### src/shared/pcfg_pkg.sv
// Constants for the panel configuration command decoder
package pcfg_pkg;
   localparam logic [7:0] CMD_GATE_SCAN      = 8'h01;
   localparam logic [7:0] CMD_GATE_LEVEL     = 8'h03;
   localparam logic [7:0] CMD_SOURCE_LEVELS  = 8'h04;
   localparam logic [7:0] CMD_OTP_PROGRAM    = 8'h08;
   localparam logic [7:0] CMD_INIT_CODE_WR   = 8'h09;
   localparam logic [7:0] CMD_INIT_CODE_RD   = 8'h0A;
   localparam logic [7:0] CMD_BOOSTER        = 8'h0C;
   localparam logic [7:0] CMD_SLEEP          = 8'h10;

   localparam logic [2:0] NPAR_GATE_SCAN     = 3'h3;
   localparam logic [2:0] NPAR_GATE_LEVEL    = 3'h1;
   localparam logic [2:0] NPAR_SOURCE        = 3'h3;
   localparam logic [2:0] NPAR_INIT_CODE     = 3'h4;
   localparam logic [2:0] NPAR_BOOSTER       = 3'h4;
   localparam logic [2:0] NPAR_SLEEP         = 3'h1;

   localparam logic [23:0] GATE_SCAN_RST     = 24'h00_0000;
   localparam logic [7:0]  GATE_LEVEL_RST    = 8'h00;
   localparam logic [23:0] SOURCE_RST        = 24'h41_A832;
   localparam logic [31:0] INIT_CODE_RST     = 32'h0000_0000;
   localparam logic [31:0] BOOSTER_RST       = 32'h8B9C_960F;
   localparam logic [7:0]  SLEEP_RST         = 8'h00;

   localparam logic [4:0] GATE_CODE_ALT20    = 5'h00;
   localparam logic [4:0] GATE_CODE_MIN      = 5'h03;
   localparam logic [4:0] GATE_CODE_MAX      = 5'h17;
   localparam logic [6:0] SRC_LOW_MIN        = 7'h0A;
   localparam logic [6:0] SRC_LOW_MAX        = 7'h3A;
   localparam logic [3:0] BOOST_OFF_MIN      = 4'h4;

   localparam logic [1:0] SLEEP_NORMAL       = 2'h0;
   localparam logic [1:0] SLEEP_MODE1        = 2'h1;
   localparam logic [1:0] SLEEP_MODE2        = 2'h3;

   localparam int OTP_TIME_US = 100;
   localparam int CLK_MHZ     = 100;
   localparam int OTP_CYCLES  = OTP_TIME_US * CLK_MHZ;

   typedef enum logic [1:0] {PCFG_IDLE, PCFG_PARAM, PCFG_OTP} pcfg_state_t;
endpackage

### src/hdl/pcfg_decoder.sv
// Serial configuration command decoder with parameter storage
`timescale 1ns/1ns
module pcfg_decoder #(
   parameter int OTP_CYCLES_P = pcfg_pkg::OTP_CYCLES
) (
   input  wire logic        ref_clk,
   input  wire logic        sys_rst,
   input  wire logic        spi_cs_n,
   input  wire logic        spi_sclk,
   input  wire logic        spi_dc,
   input  wire logic        spi_sda_i,
   output logic             spi_sda_o,
   output logic             spi_sda_oe,
   output logic             busy,
   output logic [8:0]       gate_line_count,
   output logic             first_gate_select,
   output logic             gate_interleave_select,
   output logic [4:0]       gate_high_level,
   output logic             gate_level_invalid,
   output logic [7:0]       source_high_level_a,
   output logic [7:0]       source_high_level_b,
   output logic [7:0]       source_low_level,
   output logic             source_low_invalid,
   output logic [31:0]      initial_code_setting,
   output logic [31:0]      booster_softstart,
   output logic [2:0]       boost_invalid,
   output logic [1:0]       sleep_select,
   output logic             otp_program_pulse
);
   import pcfg_pkg::*;

   // Two-stage synchronisers for all pins
   logic [1:0] cs_s_q;
   logic [1:0] sclk_s_q;
   logic [1:0] dc_s_q;
   logic [1:0] sda_s_q;
   logic       sclk_old_q;

   always_ff @(posedge ref_clk or posedge sys_rst) begin
      if (sys_rst) begin
         cs_s_q     <= 2'b11;
         sclk_s_q   <= 2'b00;
         dc_s_q     <= 2'b00;
         sda_s_q    <= 2'b00;
         sclk_old_q <= 1'b0;
      end else begin
         cs_s_q     <= {cs_s_q[0], spi_cs_n};
         sclk_s_q   <= {sclk_s_q[0], spi_sclk};
         dc_s_q     <= {dc_s_q[0], spi_dc};
         sda_s_q    <= {sda_s_q[0], spi_sda_i};
         sclk_old_q <= sclk_s_q[1];
      end
   end

   logic sel;
   logic rise;
   logic fall;
   assign sel  = ~cs_s_q[1];
   assign rise = sel & sclk_s_q[1] & ~sclk_old_q;
   assign fall = sel & ~sclk_s_q[1] & sclk_old_q;

   // Byte assembly, MSB first
   logic [6:0] shift_q;
   logic [2:0] bit_cnt_q;
   logic       byte_stb_q;
   logic [7:0] byte_q;
   logic       byte_dc_q;

   always_ff @(posedge ref_clk or posedge sys_rst) begin
      if (sys_rst) begin
         shift_q    <= 7'h00;
         bit_cnt_q  <= 3'h0;
         byte_stb_q <= 1'b0;
         byte_q     <= 8'h00;
         byte_dc_q  <= 1'b0;
      end else begin
         byte_stb_q <= 1'b0;
         if (!sel) begin
            bit_cnt_q <= 3'h0;
         end else if (rise) begin
            shift_q   <= {shift_q[5:0], sda_s_q[1]};
            bit_cnt_q <= bit_cnt_q + 3'h1;
            if (bit_cnt_q == 3'h7) begin
               byte_q     <= {shift_q, sda_s_q[1]};
               byte_dc_q  <= dc_s_q[1];
               byte_stb_q <= 1'b1;
            end
         end
      end
   end

   // Command sequencing
   pcfg_state_t state_q;
   logic [7:0]  cmd_q;
   logic [2:0]  idx_q;
   logic [2:0]  npar;
   logic [$clog2(OTP_CYCLES_P+1)-1:0] otp_cnt_q;
   logic        known;

   always_comb begin
      unique case (byte_q)
         CMD_GATE_SCAN:     npar = NPAR_GATE_SCAN;
         CMD_GATE_LEVEL:    npar = NPAR_GATE_LEVEL;
         CMD_SOURCE_LEVELS: npar = NPAR_SOURCE;
         CMD_INIT_CODE_WR:  npar = NPAR_INIT_CODE;
         CMD_BOOSTER:       npar = NPAR_BOOSTER;
         CMD_SLEEP:         npar = NPAR_SLEEP;
         default:           npar = 3'h0;
      endcase
   end

   // Every command with parameters is known; zero count means not ours
   assign known = (npar != 3'h0);

   logic par_stb;
   assign par_stb = byte_stb_q & byte_dc_q & (state_q == PCFG_PARAM);

   always_ff @(posedge ref_clk or posedge sys_rst) begin
      if (sys_rst) begin
         state_q           <= PCFG_IDLE;
         cmd_q             <= 8'h00;
         idx_q             <= 3'h0;
         otp_cnt_q         <= '0;
         busy              <= 1'b0;
         otp_program_pulse <= 1'b0;
      end else begin
         otp_program_pulse <= 1'b0;
         unique case (state_q)
            PCFG_IDLE, PCFG_PARAM: begin
               if (byte_stb_q && !byte_dc_q) begin
                  cmd_q <= byte_q;
                  idx_q <= 3'h0;
                  if (byte_q == CMD_OTP_PROGRAM) begin
                     state_q           <= PCFG_OTP;
                     busy              <= 1'b1;
                     otp_program_pulse <= 1'b1;
                     otp_cnt_q         <= '0;
                  end else if (known) begin
                     state_q <= PCFG_PARAM;
                  end else begin
                     state_q <= PCFG_IDLE;
                  end
               end else if (par_stb) begin
                  idx_q <= idx_q + 3'h1;
                  if (idx_q + 3'h1 == npar_of(cmd_q)) begin
                     state_q <= PCFG_IDLE;
                  end
               end
            end
            PCFG_OTP: begin
               // Bytes are dropped here, so nothing disturbs programming
               otp_cnt_q <= otp_cnt_q + 1'b1;
               if (otp_cnt_q == OTP_CYCLES_P[$bits(otp_cnt_q)-1:0] - 1'b1) begin
                  busy    <= 1'b0;
                  state_q <= PCFG_IDLE;
               end
            end
         endcase
      end
   end

   function automatic logic [2:0] npar_of(input logic [7:0] c);
      unique case (c)
         CMD_GATE_SCAN:     npar_of = NPAR_GATE_SCAN;
         CMD_GATE_LEVEL:    npar_of = NPAR_GATE_LEVEL;
         CMD_SOURCE_LEVELS: npar_of = NPAR_SOURCE;
         CMD_INIT_CODE_WR:  npar_of = NPAR_INIT_CODE;
         CMD_BOOSTER:       npar_of = NPAR_BOOSTER;
         CMD_SLEEP:         npar_of = NPAR_SLEEP;
         default:           npar_of = 3'h0;
      endcase
   endfunction

   // Parameter storage
   logic [23:0] gate_scan_setup_q;
   logic [23:0] source_levels_q;
   logic [7:0]  gate_level_q;
   logic [7:0]  sleep_q;

   always_ff @(posedge ref_clk or posedge sys_rst) begin
      if (sys_rst) begin
         gate_scan_setup_q    <= GATE_SCAN_RST;
         gate_level_q         <= GATE_LEVEL_RST;
         source_levels_q      <= SOURCE_RST;
         initial_code_setting <= INIT_CODE_RST;
         booster_softstart    <= BOOSTER_RST;
         sleep_q              <= SLEEP_RST;
      end else if (par_stb) begin
         unique case (cmd_q)
            CMD_GATE_SCAN:
               gate_scan_setup_q[8'(23 - 8*idx_q) -: 8] <= byte_q;
            CMD_GATE_LEVEL:
               gate_level_q <= byte_q;
            CMD_SOURCE_LEVELS:
               source_levels_q[8'(23 - 8*idx_q) -: 8] <= byte_q;
            CMD_INIT_CODE_WR:
               initial_code_setting[8'(31 - 8*idx_q) -: 8] <= byte_q;
            CMD_BOOSTER:
               booster_softstart[8'(31 - 8*idx_q) -: 8] <= byte_q;
            CMD_SLEEP: begin
               // Once asleep only reset wakes the device
               if (sleep_q[1:0] == SLEEP_NORMAL) begin
                  sleep_q <= byte_q;
               end
            end
            default: ;
         endcase
      end
   end

   // Decoded outputs, registered; they trail the stored bytes by one cycle
   always_ff @(posedge ref_clk or posedge sys_rst) begin
      if (sys_rst) begin
         gate_line_count        <= 9'h000;
         first_gate_select      <= 1'b0;
         gate_interleave_select <= 1'b0;
      end else begin
         // Count is programmed value plus one
         gate_line_count <= {gate_scan_setup_q[8], gate_scan_setup_q[23:16]}
                            + 9'h001;
         first_gate_select      <= gate_scan_setup_q[2];
         gate_interleave_select <= gate_scan_setup_q[1];
      end
   end

   // Level and its flag leave in the same cycle so a reader never mixes them
   always_ff @(posedge ref_clk or posedge sys_rst) begin
      if (sys_rst) begin
         gate_high_level    <= GATE_LEVEL_RST[4:0];
         gate_level_invalid <= 1'b0;
      end else begin
         gate_high_level    <= gate_level_q[4:0];
         gate_level_invalid <= !((gate_level_q[4:0] == GATE_CODE_ALT20) ||
                                 (gate_level_q[4:0] >= GATE_CODE_MIN &&
                                  gate_level_q[4:0] <= GATE_CODE_MAX));
      end
   end

   // Reset shows the stored defaults, which are valid, so the flag stays low
   always_ff @(posedge ref_clk or posedge sys_rst) begin
      if (sys_rst) begin
         source_high_level_a <= SOURCE_RST[23:16];
         source_high_level_b <= SOURCE_RST[15:8];
         source_low_level    <= SOURCE_RST[7:0];
         source_low_invalid  <= 1'b0;
      end else begin
         source_high_level_a <= source_levels_q[23:16];
         source_high_level_b <= source_levels_q[15:8];
         source_low_level    <= source_levels_q[7:0];
         source_low_invalid  <= source_levels_q[7] || source_levels_q[0] ||
                                source_levels_q[6:0] < SRC_LOW_MIN ||
                                source_levels_q[6:0] > SRC_LOW_MAX;
      end
   end

   always_ff @(posedge ref_clk or posedge sys_rst) begin
      if (sys_rst) begin
         sleep_select <= SLEEP_NORMAL;
      end else begin
         sleep_select <= sleep_q[1:0];
      end
   end

   genvar gi;
   generate
      for (gi = 0; gi < 3; gi++) begin : g_boost
         always_ff @(posedge ref_clk or posedge sys_rst) begin
            if (sys_rst) begin
               boost_invalid[gi] <= 1'b0;
            end else begin
               boost_invalid[gi] <= booster_softstart[8*(3-gi)+3 -: 4]
                                    < BOOST_OFF_MIN;
            end
         end
      end
   endgenerate

   // Read-back of the initial-code register, shifted on falling edges
   logic [31:0] rd_sr_q;
   logic        rd_act_q;

   always_ff @(posedge ref_clk or posedge sys_rst) begin
      if (sys_rst) begin
         rd_sr_q    <= 32'h0000_0000;
         rd_act_q   <= 1'b0;
         spi_sda_o  <= 1'b0;
         spi_sda_oe <= 1'b0;
      end else if (!sel) begin
         rd_act_q   <= 1'b0;
         spi_sda_oe <= 1'b0;
      end else if (byte_stb_q && !byte_dc_q) begin
         rd_act_q <= (byte_q == CMD_INIT_CODE_RD) && (state_q != PCFG_OTP);
         rd_sr_q  <= initial_code_setting;
      end else if (rd_act_q && fall && dc_s_q[1]) begin
         spi_sda_o  <= rd_sr_q[31];
         spi_sda_oe <= 1'b1;
         rd_sr_q    <= {rd_sr_q[30:0], 1'b0};
      end
   end
endmodule // pcfg_decoder

### config.mk
export PLATFORM = sky130hd
export DESIGN_NAME = pcfg_decoder
export DESIGN_NICKNAME = d
export VERILOG_FILES = /design/src/shared/pcfg_pkg.sv /design/src/hdl/pcfg_decoder.sv
export SDC_FILE = /design/constraint.sdc
export NUM_CORES = 1
export LEC_CHECK = 0
export BUFFER_PORTS_ARGS = -buffer_cell sky130_fd_sc_hd__buf_2
export CORE_UTILIZATION = 30
export DETAILED_ROUTE_END_ITERATION = 10
export PLACE_DENSITY = 0.52
export SLEW_MARGIN = 10
export SYNTH_ARGS = -nofsm -noshare
export SYNTH_HDL_FRONTEND = slang
export SYNTH_SLANG_ARGS = --single-unit
### constraint.sdc
create_clock -name ref_clk -period 11.8 [get_ports ref_clk]
set_input_delay 1.77 -clock ref_clk [delete_from_list [all_inputs] [get_ports ref_clk]]
set_output_delay 1.77 -clock ref_clk [all_outputs]
set_load 0.005 [all_outputs]
# Word-level counts from Yosys, hierarchy flattened
# Index checks and enable logic that the tools add are counted.
[op_classes]
add_sub_neg = 8
n_eq_ne = 26
bitwise = 10
order_cmp = 7
reduce_logical = 43
mux = 40
n_shift = 4
[ops]
columns = ["cell", "n"]
rows = [
  ["$bwmux 32", 2],
  ["$mux 32", 2],
  ["$bwmux 24", 2],
  ["$eq 8x4->1 const B", 6],
  ["$shift 8x10->39 const A", 1],
  ["$shiftx 8x10->39", 1],
  ["$shift 8x10->31 const A", 1],
  ["$shiftx 8x10->31", 1],
  ["$mux 14", 2],
  ["$pmux 14 s2", 1],
  ["$reduce_and 2->1", 11],
  ["$mux 3", 7],
  ["$neg 8->10", 2],
  ["$pmux 3 s3", 2],
  ["$eq 8x1->1 const B", 2],
  ["$eq 8x2->1 const B", 2],
  ["$eq 8x3->1 const B", 2],
  ["$eq 8x5->1 const B", 2],
  ["$mux 1", 15],
  ["$reduce_and 3->1", 5],
  ["$add 14x1->14 const B", 1],
  ["$eq 14x14->1 const B", 1],
  ["$reduce_or 2->1", 7],
  ["$sub 5x6->7 const A", 2],
  ["other kinds (25)", 58],
]
[word_totals]
out_inout_bits = 115
ff_bits = 259

# Longest topological paths before layout
[depth]
depth_word = 11
mapped_depth = 9

# Least setup slack after synthesis
# Ideal clock, no wire load.
[synth_timing]
path_kind = "register to output"
from = "register booster_softstart[19]"
to = "output port booster_softstart[19]"
path_stages_with_launch = 1
n_path_buf = 0
slack_ps = 9512
arrival_time_ps = 518
path_cell_list = "dfstp_2"
[synth_lines]
columns = ["item", "line_no", "rtl"]
rows = [
  ["start: declaration", "pcfg_decoder.sv:25", "output logic [31:0] booster_softstart,"],
  ["start signal: indexed assignment", "pcfg_decoder.sv:199", "booster_softstart[8'(31 - 8*idx_q) -: 8] <= byte_q;"],
]
# No word-level cell between the ends.

==> flow_metrics.py <==
metrics = {
    "pwr": {
        "clockPowerShare_pct": 46.7,
        "pwr-share-comb_pct": 1.7,
        "cellLeakagePower_uw": 0.005565,
        "power-per-cell-area_mw_per_mm2": 145.5,
        "sequentialPowerShare_pct": 51.5,
        "intPower_uw": 1334,
        "power.switching_fraction_pct": 20.37,
        "power.net_switching_uw": 341.4,
        "vdd.ir_drop.worst_v": 0.00008874,
    },
    "logic_synthesis": {
        "synthDominantCellAreaShare_pct": 54.79,
        "synth.yosys.seq_area_share_pct": 64.02,
        "ys_top_cells_by_area": "sky130_fd_sc_hd__dfrtp_1, sky130_fd_sc_hd__mux2_2, sky130_fd_sc_hd__dfstp_2, sky130_fd_sc_hd__nand2_1, sky130_fd_sc_hd__nor2_1",
        "yosys.cell_types.count": 52,
        "ranking_of_synthesized_cells_by_instance_count": "sky130_fd_sc_hd__dfrtp_1, sky130_fd_sc_hd__mux2_2, sky130_fd_sc_hd__nand2_1",
        "yosys_most_used_dff": "sky130_fd_sc_hd__dfrtp_1",
        "synth.largest_area_cell": "sky130_fd_sc_hd__dfrtp_1",
        "ys_ff_latch": 246,
        "synth-edff-count": 0,
        "mappedNetlistArea_sq_mm": 0.009682,
        "yosysWarnings": 0,
        "postSynthNetCount": 763,
        "synthesis.instances": 752,
        "avgSynthCellArea_sq_um": 12.87,
        "yosys.cell_count.top_type": "sky130_fd_sc_hd__dfrtp_1",
        "asyncSetResetFlopFracSynth_pct": 100.0,
    },
    "timing": {
        "setup-violations-final": 0,
        "timing.final.max_slew_violations": 0,
        "finClkSkew_ps": 9.591,
        "ratio_of_final_minimum_period_to_clock_period_pct": 24.96,
        "achievable_freq_mhz": 339.5,
        "rsz0062_at_grt": "no",
        "timing.setup.tns_ps": 0,
        "hold_ws_ps": 354.6,
        "final-hold-violation-count": 0,
        "final.min_clock_period_ps": 2945,
        "worst_pin_slew_ps": 971.3,
        "slew-limit-headroom_pct": 35.25,
        "final_critical_path_setup_slack_ps": 8855,
    },
    "layout": {
        "finalInstanceArea_sq_mm": 0.01152,
        "num-nets-final": 879,
        "multiInputGateArea_sq_mm": 0.003298,
        "drive_gt1_share_pct": 38.37,
        "register_area_sq_mm": 0.006198,
        "area.growth.synth_to_final_pct": 19.00,
        "antenna_cells": 0,
        "num-fill-cells": 3067,
    },
    "critical_path": {
        "critPathLaunchType": "input pin",
        "worst_setup_path_end_kind": "asynchronous set/reset pin",
        "r2r_setup_slack_ps": 9190,
        "regToRegEndpoint": "otp_cnt_q[7]",
        "worst-r2r-cell-count": 5,
        "criticalPathCategory": "input pin to asynchronous set/reset pin",
        "worst_r2r_startpoint": "byte_q[3]",
        "highest_net_fanout_along_the_worst_path": 119,
        "timing.critical_path.required_ps": 12300,
        "cp_data_arrival_time_ps": 3440,
    },
    "clock_tree": {
        "clock_tree.root_cell": "sky130_fd_sc_hd__clkbuf_16",
        "cts_repair_resize_count": 0,
        "htree_levels": 1,
        "worst_skew_pair.late_latency_ps": 520,
        "cts-root-to-sink-buffers": 3,
        "clk_transition_reported_paths_ps": 60,
        "cts_sinks": 246,
        "clock_tree_from_tritoncts": "built",
        "cts.hold.buffers_added": 0,
        "cts_made_buffers": 26,
        "postCtsSetupBuffers": 0,
    },
    "placement": {
        "detailed_place.area_sq_mm": 0.01069,
        "placement.setup.worst_slack_ps": 8217,
        "place.detailed.hpwl_mm": 13.73,
        "gp_congestion": 0.7491,
        "place.port_buffers": 120,
    },
    "global_route": {
        "grt_start_max_net_pins": 120,
        "via_count_of_the_first_global_routing_pass": 5970,
        "grt_remaining_overflow": 0,
        "grt_antenna_before_repair": 0,
        "global_route_wire_length_before_repair_mm": 34.45,
        "track_usage_pct": 13.27,
    },
    "run_status": {
        "status": "completed",
    },
    "floorplanning": {
        "floorplan.die.width_um": 181.6,
        "initial_core_util_pct": 30.60,
        "die-area_sq_mm": 0.03299,
        "die_height_um": 181.6,
        "num_ports": 121,
        "core_sq_mm": 0.03164,
        "std_cell_rows": 65,
    },
    "routing": {
        "detailroute.via_count": 6002,
        "drtAntennaViolNets": 0,
        "drc": 0,
        "detail_route.wirelength_mm": 21.78,
        "vias_per_cell": 4.660,
        "drt_first_iter_violations": 251,
        "wl_per_cell_um": 16.91,
        "drt_pre_antenna_iters": 6,
    },
    "run": {
        "maxCapViolCount": 0,
    },
    "worst_hold_path": {
        "hold-path-endpoint": "cs_s_q[1]",
        "hp-class": "flip-flop to flip-flop",
        "holdCritStartpoint": "cs_s_q[0]",
        "hold_path_depth": 0,
    },
}
[through the flow]
step / std cells / utilization [%] / power [uW]
after floorplan: 752 / - / 899.2
after global placement: 1242 / 33.79 / 909.4
after detailed placement: 1242 / 33.79 / 909.6
after CTS: 1288 / 36.42 / 1703
after global routing: 1288 / 36.42 / 1741
final: 1288 / 36.42 / 1676
[sequential cells by signal, summed over array words and instances, names as in the netlist, 7 cells and up]
name	count
rd_sr_q	32
cmd_q	8
booster_softstart	32
source_high_level_a	8
source_low_level	8
source_high_level_b	8
byte_q	8
gate_scan_setup_q	11
source_levels_q	24
shift_q	7
initial_code_setting	32
gate_line_count	9
otp_cnt_q	14
[layout by cell type, fill, tap and decap left out, types with 3 or more instances in the layout]
master                      count
sky130_fd_sc_hd__nor3b_1        3
sky130_fd_sc_hd__dfrtp_1      212
sky130_fd_sc_hd__a21oi_1        4
sky130_fd_sc_hd__a31oi_1       31
sky130_fd_sc_hd__buf_2        120
sky130_fd_sc_hd__nor2_1        62
sky130_fd_sc_hd__nand3_1       14
sky130_fd_sc_hd__mux2_4         7
sky130_fd_sc_hd__ha_1           5
sky130_fd_sc_hd__mux2_2       113
sky130_fd_sc_hd__nor3_2         4
sky130_fd_sc_hd__nor4_1         3
sky130_fd_sc_hd__and2_1         3
sky130_fd_sc_hd__nand4_1       10
sky130_fd_sc_hd__o21ai_0       17
sky130_fd_sc_hd__o21ai_1        5
sky130_fd_sc_hd__nand2_1       94
sky130_fd_sc_hd__nor4b_1        5
sky130_fd_sc_hd__buf_4          8
sky130_fd_sc_hd__dfstp_2       34
sky130_fd_sc_hd__clkbuf_16     27
sky130_fd_sc_hd__nand4b_1       3
sky130_fd_sc_hd__a22o_1         3
sky130_fd_sc_hd__clkbuf_1      10
sky130_fd_sc_hd__nand2b_1       5
sky130_fd_sc_hd__clkbuf_8       8
sky130_fd_sc_hd__inv_1          5
sky130_fd_sc_hd__nor2_2         6
sky130_fd_sc_hd__xor2_1         7
sky130_fd_sc_hd__xnor2_1       16
sky130_fd_sc_hd__nor3_1         8
[logic make-up after synthesis]
| kind of cell | synth area share [%] |
|---|---|
| simple gates | 12.34 |
| xor+xnor | 2.081 |
| fa+ha+maj | 0.6462 |
| buf+inv | 2.055 |
| mux | 14.44 |
| flops | 64.02 |
| compound gates | 4.420 |
[worst max path at each step]
stage / endpoint / from / cells after the start / slack [ps]
4_1_cts: sleep_q[1] / sys_rst / 3 / 8770
3_3_place_gp: sleep_q[0] / sys_rst / 3 / 8200
3_5_place_dp: sleep_q[1] / sys_rst / 3 / 8220
6_report: sleep_q[1] / sys_rst / 3 / 8850
2_1_floorplan: bit_cnt_q[0] / sys_rst / 1 / 3330
5_1_grt: gate_scan_setup_q[21] / sys_rst / 3 / 8540
[cell type report]
type | instances | share of cell area [%]
inverter | 6 | 0.2606
clock inverter | 1 | 0.06516
sequential | 246 | 53.80
timing repair buffer | 128 | 5.734
tap | 402 | 4.366
clock buffer | 45 | 7.146
multi-input combinational | 460 | 28.63
[power groups by stage]
stage               Sequential, uW  Clock [uW]  Combinational, uW
finish                         864         783               29.2
global placement               879           0               30.7
CTS                            864         808               30.9
global route                   865         842               33.8
detailed placement             879           0               30.9
floorplan                      876           0               23.2
[layer usage]
metal  part of all wire [%]  global-route usage, %  vias up
li1                       -                      -     2835
met3                    4.7                  2.888       33
met5                      0                      0        -
met1                     46                  17.59     3025
met4                    1.6                  3.390        0
met2                     48                  21.98      109
[worst max-delay path, stage by stage]
cell and delay (ps):
sky130_fd_sc_hd__buf_2 130, sky130_fd_sc_hd__inv_8 550, sky130_fd_sc_hd__buf_4 880
Note: power is estimated with default switching activity, not from simulation.
